[src/frs_pkg.sv]
package frs_pkg;

    // ==========================================================
    // register map (byte addresses, one 32-bit word each)
    // ==========================================================
    localparam logic [3:0] FRS_OFS_STATUS0 = 4'h0;
    localparam logic [3:0] FRS_OFS_STATUS1 = 4'h4;
    localparam logic [3:0] FRS_OFS_CTRL    = 4'h8;

    // ==========================================================
    // reset values and codes
    // ==========================================================
    localparam logic [3:0] FRS_CTRL_RST    = 4'hf;
    localparam logic [1:0] FRS_TC_NORMAL   = 2'h0;
    localparam logic [1:0] FRS_TC_RDY_CHG  = 2'h3;
    localparam int         FRS_STEP_LIMIT  = 77;

    // ==========================================================
    // result status bytes
    // ==========================================================
    typedef struct packed {
        logic [1:0] termination_code;
        logic       seek_end;
        logic       equipment_fault_flag;
        logic       drive_not_ready_flag;
        logic       head_side_flag;
        logic       unit_number_high_bit;
        logic       unit_number_low_bit;
    } frs_status0_s;

    typedef struct packed {
        logic       end_of_cylinder_flag;
        logic       unused_zero;
        logic       crc_error_flag;
        logic [4:0] other_flags;
    } frs_st1_s;

    typedef struct packed {
        logic        cyc;
        logic        stb;
        logic        we;
        logic [3:0]  sel;
        logic [3:0]  adr;
        logic [31:0] dat;
    } frs_wb_req_s;

    typedef enum logic [2:0] {
        FRS_IDLE   = 3'b001,
        FRS_EXEC   = 3'b010,
        FRS_RESULT = 3'b100
    } frs_state_e;

endpackage

[src/frs_result_status.sv]
`timescale 1ns/1ps
`default_nettype none
module frs_result_status (
    input  wire logic               clk_i,          // system clock, 10 MHz
    input  wire logic               rst_i,          // sync reset, active high
    input  wire frs_pkg::frs_wb_req_s wb_req_i,     // wishbone request group
    output logic [31:0]             wb_dat_o,       // wishbone read data
    output logic                    wb_ack_o,       // wishbone ack
    output logic                    wb_err_o,       // unmapped access
    input  wire logic               cmd_start_i,    // command begins (pulse)
    input  wire logic               cmd_is_rw_i,    // command is read or write
    input  wire logic               cmd_done_i,     // command ends, interrupt
    input  wire logic               drive_ready_i,  // drive ready level
    input  wire logic               head_sel_i,     // selected head side
    input  wire logic [1:0]         unit_sel_i,     // selected drive unit
    input  wire logic               sector_over_i,  // sector past cylinder end
    input  wire logic               crc_fail_i,     // ID or data CRC failed
    input  wire logic               drive_fault_i,  // drive fault level
    input  wire logic               step_i,         // recalibrate step pulse
    input  wire logic               track0_i,       // track zero level
    output frs_pkg::frs_status0_s   status0_o,      // status byte 0
    output frs_pkg::frs_st1_s       st1_o,          // status byte 1
    output logic                    cmd_ready_o     // may take a command
);
    import frs_pkg::*;

    // ==========================================================
    // state and storage
    // ==========================================================
    frs_state_e   state_reg;
    frs_state_e   state_next;
    frs_status0_s status0_reg;
    frs_status0_s status0_next;
    frs_st1_s     st1_reg;
    frs_st1_s     st1_next;
    logic [3:0]   ctrl_reg;
    logic         rdy_prev_reg;
    logic         ack_reg;
    logic         err_reg;
    logic [31:0]  dat_reg;
    logic         step_missing;

    // ==========================================================
    // decode
    // ==========================================================
    wire in_idle  = (state_reg == FRS_IDLE);
    wire in_exec  = (state_reg == FRS_EXEC);
    wire in_res   = (state_reg == FRS_RESULT);
    wire start    = in_idle && cmd_start_i;
    wire req      = wb_req_i.cyc && wb_req_i.stb && !ack_reg && !err_reg;
    wire hit_s0   = (wb_req_i.adr == FRS_OFS_STATUS0);
    wire hit_s1   = (wb_req_i.adr == FRS_OFS_STATUS1);
    wire hit_ctl  = (wb_req_i.adr == FRS_OFS_CTRL);
    wire mapped   = hit_s0 || hit_s1 || hit_ctl;
    wire wr_ctl   = req && wb_req_i.we && hit_ctl && wb_req_i.sel[0];
    wire rd_s1    = req && !wb_req_i.we && hit_s1;
    wire two_side = ctrl_reg[unit_sel_i];
    wire unready  = cmd_is_rw_i && (!drive_ready_i
                    || (head_sel_i && !two_side));
    wire rdy_chg  = in_exec && (drive_ready_i != rdy_prev_reg);
    wire faulted  = in_exec && (drive_fault_i || step_missing);
    wire [31:0] rd_mux = hit_s0 ? {24'h000000, status0_reg} :
                         hit_s1 ? {24'h000000, st1_reg} :
                                  {28'h0000000, ctrl_reg};

    assign state_next = start                   ? FRS_EXEC   :
                        (in_exec && cmd_done_i) ? FRS_RESULT :
                        (in_res && rd_s1)       ? FRS_IDLE   : state_reg;

    frs_step_watch #(
        .LIMIT     (FRS_STEP_LIMIT)
    ) u_step (
        .clk_i     (clk_i),
        .rst_i     (rst_i),
        .clear_i   (start),
        .step_i    (step_i && in_exec),
        .track0_i  (track0_i),
        .missing_o (step_missing)
    );

    // ==========================================================
    // next status values; sets override the start clear
    // ==========================================================
    always_comb
    begin
        status0_next = status0_reg;
        st1_next = st1_reg;
        if (start)
        begin
            status0_next = '0;
            st1_next = '0;
            status0_next.drive_not_ready_flag = unready;
        end
        if (rdy_chg)
            status0_next.termination_code = FRS_TC_RDY_CHG;
        if (faulted)
            status0_next.equipment_fault_flag = 1'b1;
        if (in_exec && sector_over_i)
            st1_next.end_of_cylinder_flag = 1'b1;
        if (in_exec && crc_fail_i)
            st1_next.crc_error_flag = 1'b1;
        if (in_exec && cmd_done_i)
        begin
            status0_next.head_side_flag = head_sel_i;
            {status0_next.unit_number_high_bit,
             status0_next.unit_number_low_bit} = unit_sel_i;
        end
        st1_next.unused_zero = 1'b0;
    end

    // ==========================================================
    // registers
    // ==========================================================
    always_ff @(posedge clk_i)
    begin
        if (rst_i)
        begin
            state_reg    <= FRS_IDLE;
            status0_reg  <= '0;
            st1_reg      <= '0;
            rdy_prev_reg <= 1'b0;
        end
        else
        begin
            state_reg    <= state_next;
            status0_reg  <= status0_next;
            st1_reg      <= st1_next;
            rdy_prev_reg <= drive_ready_i;
        end
    end

    always_ff @(posedge clk_i)
    begin
        if (rst_i)
        begin
            ctrl_reg <= FRS_CTRL_RST;
            ack_reg  <= 1'b0;
            err_reg  <= 1'b0;
            dat_reg  <= 32'h00000000;
        end
        else
        begin
            if (wr_ctl)
                ctrl_reg <= wb_req_i.dat[3:0];
            ack_reg <= req && mapped;
            err_reg <= req && !mapped;
            // unmapped reads return zero rather than stale data
            if (req && !wb_req_i.we)
                dat_reg <= mapped ? rd_mux : 32'h00000000;
        end
    end

    assign wb_ack_o    = ack_reg;
    assign wb_err_o    = err_reg;
    assign wb_dat_o    = dat_reg;
    assign status0_o   = status0_reg;
    assign st1_o       = st1_reg;
    assign cmd_ready_o = in_idle;
endmodule // frs_result_status
`default_nettype wire

[src/frs_step_watch.sv]
`timescale 1ns/1ps
`default_nettype none
// ==========================================================
// recalibrate step watchdog
// ==========================================================
module frs_step_watch #(
    parameter int LIMIT = frs_pkg::FRS_STEP_LIMIT
) (
    input  wire logic clk_i,      // system clock
    input  wire logic rst_i,      // sync reset, active high
    input  wire logic clear_i,    // new command starts
    input  wire logic step_i,     // one step pulse issued
    input  wire logic track0_i,   // head at track zero
    output logic      missing_o   // limit reached, no track zero
);
    import frs_pkg::*;

    logic [6:0] cnt_reg;
    logic [6:0] cnt_next;
    wire        at_limit = (cnt_reg == 7'(LIMIT));

    assign cnt_next  = clear_i ? 7'h00 :
                       (step_i && !at_limit) ? cnt_reg + 7'h01 : cnt_reg;
    assign missing_o = at_limit && !track0_i;

    always_ff @(posedge clk_i)
    begin
        if (rst_i)
            cnt_reg <= 7'h00;
        else
            cnt_reg <= cnt_next;
    end
endmodule // frs_step_watch
`default_nettype wire
[config.mk]
export PLATFORM = sky130hd
export DESIGN_NAME = frs_result_status
export DESIGN_NICKNAME = d
export VERILOG_FILES = /design/src/frs_pkg.sv /design/src/frs_result_status.sv /design/src/frs_step_watch.sv
export SDC_FILE = /design/constraint.sdc
export NUM_CORES = 1
export LEC_CHECK = 0
export BUFFER_PORTS_ARGS = -buffer_cell sky130_fd_sc_hd__clkbuf_2
export CAP_MARGIN = 20
export CORE_MARGIN = 2
export CORE_UTILIZATION = 39
export DETAILED_ROUTE_END_ITERATION = 12
export GPL_ROUTABILITY_DRIVEN = 0
export PLACE_DENSITY_LB_ADDON = 0.2
export SLEW_MARGIN = 10
export SYNTH_ARGS = -nofsm -noshare
export SYNTH_HDL_FRONTEND = slang
export SYNTH_SLANG_ARGS = --single-unit
export TNS_END_PERCENT = 100
[constraint.sdc]
create_clock -name clk_i -period 1.5 [get_ports clk_i]
set_clock_uncertainty 0.05 [all_clocks]
set_input_delay 0.225 -clock clk_i [delete_from_list [all_inputs] [get_ports clk_i]]
set_output_delay 0.225 -clock clk_i [all_outputs]
set_load 0.005 [all_outputs]
======== Yosys cells after proc, flatten, opt, wreduce, memory -nomap -nowiden ========
Index checks and enable logic that the tools add are counted.
W data, S select, Z words.
word-level totals
  register bits ........................... 59
  bits of input ports ..................... 57
  output and inout bits ................... 51
  logic and storage cells ................. 84
cells by class
  add/subtract/negate cells ............... 1
  magnitude comparators ................... 1
  eq/ne operators ......................... 7
  mux-type cells .......................... 15
  reductions and logical operators ........ 43
operator list
  operator               number
  $mux W8                5
  $logic_and A1 B1 Y1    22
  $reduce_bool A2 Y1     6
  $mux W3                3
  $logic_not A1 Y1       8
  $add A7 B1 Y7 const B  1
  $eq A7 B7 Y1 const B   1
  $eq A4 B3 Y1 const B   1
  $eq A4 B4 Y1 const B   1
  $logic_not A4 Y1       1
  $logic_or A1 B1 Y1     4
  $mux W1                4
  $mux W2                2
  $eq A3 B1 Y1 const B   1
  $eq A3 B2 Y1 const B   1
  $eq A3 B3 Y1 const B   1
  $lt A2 B3 Y1 const B   1
  $reduce_bool A3 Y1     1
  $bmux W1 S2            1
  $reduce_or A2 Y1       1
  $ne A1 B1 Y1           1

======== Depth between registers and ports, before layout ========
  depth in word-level cells ............... 9
  depth in mapped cells ................... 5

======== Cells and area by module ========
Synthesis repeated with hierarchy kept, for this count alone.
unflattened totals
  cells, all modules ...................... 200
  area total of the unflattened synthesis .. 1793.0 µm²
modules (own cells, without submodules)
  module             instances  cells an instance  area an instance (µm²)
  frs_result_status  1          158                1427.6
  frs_step_watch     1          42                 365.4

======== Worst setup path before layout ========
OpenSTA, ideal clock, no wires.
  path type ............................... reg2reg
  start ................................... register u_step.cnt_reg[0]
  end ..................................... register u_step.cnt_reg[1]
  library setup time ...................... 0.121 ns
  arrival ................................. 1.455 ns
  required time ........................... 1.329 ns
  path slack .............................. -0.126 ns
  stages on the path, launching flop included .. 5
  path buffers ............................ 0
  period minus slack after synthesis ...... 1.626 ns
  cell sequence ........................... dfxtp_1 ha_1 nor4bb_1 a21oi_1 mux2_2
on the way
  longest elaborated chain between the ends .. 3
  elaborated cells on any way between the ends .. 4
  those cells by class .................... add/sub (1); eq/ne (1); reduce/logical (2)
ends and longest elaborated chain
  element                                                line                  source
  start: declaration                                     frs_step_watch.sv:18  logic [6:0] cnt_reg;
  start signal: assignment                               frs_step_watch.sv:31  cnt_reg <= cnt_next;
  branches (longest 3 deep; another with $add A7 B1 Y7)  -
Several ways; the timed one is not identified.
A chain may end at the register's enable or synchronous reset.

======== Worst setup path after layout ========
  start ................................... register state_reg[0]
  end ..................................... register u_step.cnt_reg[4]
on the way
  longest elaborated chain between the ends .. 3
  elaborated cells on any way between the ends .. 6
  those cells by class .................... eq/ne (2); reduce/logical (4)
ends and longest elaborated chain
  element                                                            line                                              source
  start: declaration                                                 frs_result_status.sv:30                           frs_state_e state_reg;
  start signal: assignment                                           frs_result_status.sv:125                          state_reg <= state_next;
  $eq A3 B1 Y1 or $eq A3 B2 Y1 (tied branches)                       frs_result_status.sv:46, frs_result_status.sv:47
  $logic_and A1 B1 Y1, on equally long branches                      frs_result_status.sv:49, frs_result_status.sv:76
  $reduce_or A2 Y1 (no line) or $logic_and A1 B1 Y1 (tied branches)  -
Parallel ways exist; a longest one is shown, timed or not.

==> impl_results.md <==
* Library cells used by synthesis at 43
* # rows at 25
* IO Pins at 108
* RR Endpoint: u_step.cnt_reg[4]$_SDFFE_PP0P_
* Core Region at 0.00463 mm2
* Req. time, crit path at 1.63 ns
* Initial core utilization at 39.8%
* Vias/cell at 4.94
* Clk_lat worst skew at 0.29 ns
* Htree depth at 2
* Highest clock rate at 678 MHz
* Remaining antenna violation count at 0
* Max reg flops at 8
* Crit Path Class: reg2reg
* Worst setup SP type: flip-flop
* CTS root buf: clkbuf_8
* # fillers at 464
* Reg-to-reg slack, setup at 0.02 ns
* Worst Hold Class: in2reg
* Pre-antenna DRT Iters at 4
* Drt wl/cell at 12.7 um
* Power per cell area at 871 mW/mm2
* Largest net degree at the start of global routing at 19
* Largest buffer count on any clock path at 2
* Overall Global Routing Usage at 16.3%
* Die Ht at 72.7 um
* CTS buffer count at 5
* Mapped Cells at 207
* Worst R2R Path Depth at 4
* Top FF cell, synth: dfxtp_1
* Sequential area share after synthesis at 35.8%
* Post-route DRC at 0
* Ant. Diodes at 0
* Outcome: finished clean
* Vias in the first global route at 1444
* Min Tclk post-route at 1.48 ns
* Initial antenna violation count at 0
* Syn Std Cell Area at 0.00184 mm2
* Hold Crit Start: track0_i
* Max Cap Violations at 0
* Number of synthesis warnings at 0
* Worst vdd ir at 0.000351 V
* Placement Setup Slack at -0.113 ns
* Share of cells above drive strength 1 at 38.5%
* Final setup viols at 0
* Detail Placement HPWL at 3.13 mm
* Max FO, Critical Path at 7
* Total chip power at 2070 uW
* Vias at 1626
* RSZ-0062 raised after global routing: true
* P_leak at 0.000993 uW
* Clk sinks at 33
* First-pass GRT wire length at 6.69 mm
* Final Cycle Share at 98.3%
* Hold Violations, Final at 0
* PnR worst setup slack at 0.0248 ns
* CTS Hold Bufs at 0
* Hold EP: status0_o[4]$_SDFFE_PP0P_
* TritonCTS clock tree: built
* Reg-to-Reg Start: state_reg[0]$_SDFFE_PP1P_
* Number of synthesized flops with an enable pin at 0
* Global route overflow at 0
* Clock slew at reported path FFs at 0.07 ns
* Max-slew violation count at 0
* Setup TNS at 0 ns
* DIE WIDTH at 72.7 um
* Drt total wl at 4.18 mm
* Mean post-synth cell area at 8.90 um2
* Area Overhead vs Synth at 28.9%
* FFs w/ async S/R, synth at 0%
* Full die area at 0.00529 mm2
* PortBufs at 45
* Crit. End Element: flip-flop
* #FFs+latches synth at 33
* Drt first-iter violations at 85
* CP arrival at 1.60 ns
* Nets at 333
* Hold Path Stages at 2
cell usage after synthesis, types with 2 or more instances:
| cell | n | area share, % |
|---|---|---|
| o211ai_1 | 3 | 1.2 |
| buf_4 | 32 | 13 |
| clkbuf_1 | 8 | 1.6 |
| nand2b_1 | 2 | 0.68 |
| dfxtp_1 | 33 | 36 |
| o31ai_1 | 2 | 0.81 |
| a22o_1 | 3 | 1.4 |
| a21oi_1 | 14 | 3.8 |
| or4_1 | 7 | 2.9 |
| or3_1 | 4 | 1.4 |
| nand3_1 | 10 | 2.7 |
| o21ai_0 | 7 | 1.9 |
| o41ai_1 | 3 | 1.4 |
| nand4_1 | 2 | 0.68 |
| ha_1 | 2 | 1.4 |
| mux2i_1 | 12 | 6.5 |
| nand4bb_1 | 4 | 2.4 |
| nor4b_1 | 2 | 0.95 |
| a211oi_1 | 2 | 0.81 |
| nand2_1 | 8 | 1.6 |
| inv_1 | 3 | 0.61 |
| nor3_1 | 6 | 1.6 |
| nor2_1 | 11 | 2.2 |
| nor4bb_1 | 3 | 1.6 |
| or2_2 | 2 | 0.68 |
| mux2_2 | 4 | 2.4 |
| nor3b_1 | 2 | 0.81 |
placed cells by master (no fill, tap or decap), types with 4 or more instances in the layout:
cell type  Yosys  routed
nor2_1        11      11
nand2_1        8       8
nand3_1       10      10
a21oi_1       14      11
conb_1         1      31
or3_1          4       4
mux2_2         4       4
o21ai_0        7       7
clkbuf_8       0       6
mux2i_1       12      12
dfxtp_1       33      31
or4_4          0       4
nor3_1         6       6
buf_4         32      24
clkbuf_2       0      45
critical path: stages, from the launching register on:
cell,delay [ns]
dfxtp_1,0.32
nand4bb_1,0.16
buf_4,0.17
nor4b_2,0.30
mux2_2,0.36
worst max path at each step:
stage	startpoint	to	slack, ns	cells after the start
floorplan	wb_req_i[35]	wb_dat_o[5]$_SDFFE_PP0P_	-0.02	4
global placement	wb_req_i[33]	wb_dat_o[5]$_SDFFE_PP0P_	-0.09	4
detailed placement	wb_req_i[33]	wb_dat_o[5]$_SDFFE_PP0P_	-0.11	4
CTS	u_step.cnt_reg[1]$_SDFFE_PP0P_	u_step.cnt_reg[4]$_SDFFE_PP0P_	0.02	5
global route	state_reg[2]$_SDFFE_PP0P_	u_step.cnt_reg[4]$_SDFFE_PP0P_	-0.02	4
finish	state_reg[0]$_SDFFE_PP1P_	u_step.cnt_reg[4]$_SDFFE_PP0P_	0.02	4
metal layers:
layer / vias up / wire [um] / track usage, %
li1: 826 / - / -
met1: 740 / 2060 / 22.0
met2: 55 / 1820 / 24.9
met3: 5 / 228 / 4.42
met4: 0 / 73 / 6.17
met5: - / 0 / 0
timing repair:
item                       4_1_cts  5_1_grt
gates resized for setup          2       14
setup endpoints to repair        2       13
buffers inserted                 0        1
pin swaps                        1        7
hold endpoints to repair         0        0
cloned                           0        1
through the flow:
stage | cell area, um2 | instances | hold slack, ns | utilization (%)
global placement | 2170 | 319 | 0.395 | 46.9
CTS | 2300 | 327 | 0.0856 | 49.6
global route | 2370 | 329 | 0.0910 | 51.3
detailed placement | 2170 | 319 | 0.394 | 46.9
floorplan | 1980 | 237 | 0.301 | -
finish | 2370 | 329 | 0.0941 | 51.3
power by group:
part	leakage [uW]	internal, uW	total [uW]	switching [uW]
sequential	0.000268	892	903	11.2
combinational	0.000667	133	286	153
clock	0.0000585	542	879	337
cell families (layout without fill, tap and decap cells):
logic type                 count (synthesis)  after routing  share of synthesized area (%)
and+or+nand+nor                           71             71                           23.9
buffers and inverters                     46             84                           16.3
AOI/OAI and AO/OA                         37             37                           13.0
DFF                                       33             33                           35.8
muxes                                     16             16                           8.96
adders and majority gates                  2              2                           1.36
other                                      1             31                          0.203
xor gates and xnor gates                   1              1                          0.475
final cells by class:
cell class              instances  area, um2  area share, %
clock buffers                   7       86.3           3.64
clock inverters                 1       30.0           1.26
inverters                       4       15.0          0.632
multi-input cells             158       1080           45.5
flip-flops and latches         33        663           27.9
well taps                      54       67.6           2.85
repair buffers                 72        433           18.2
(Power assumes the default switching activity.)
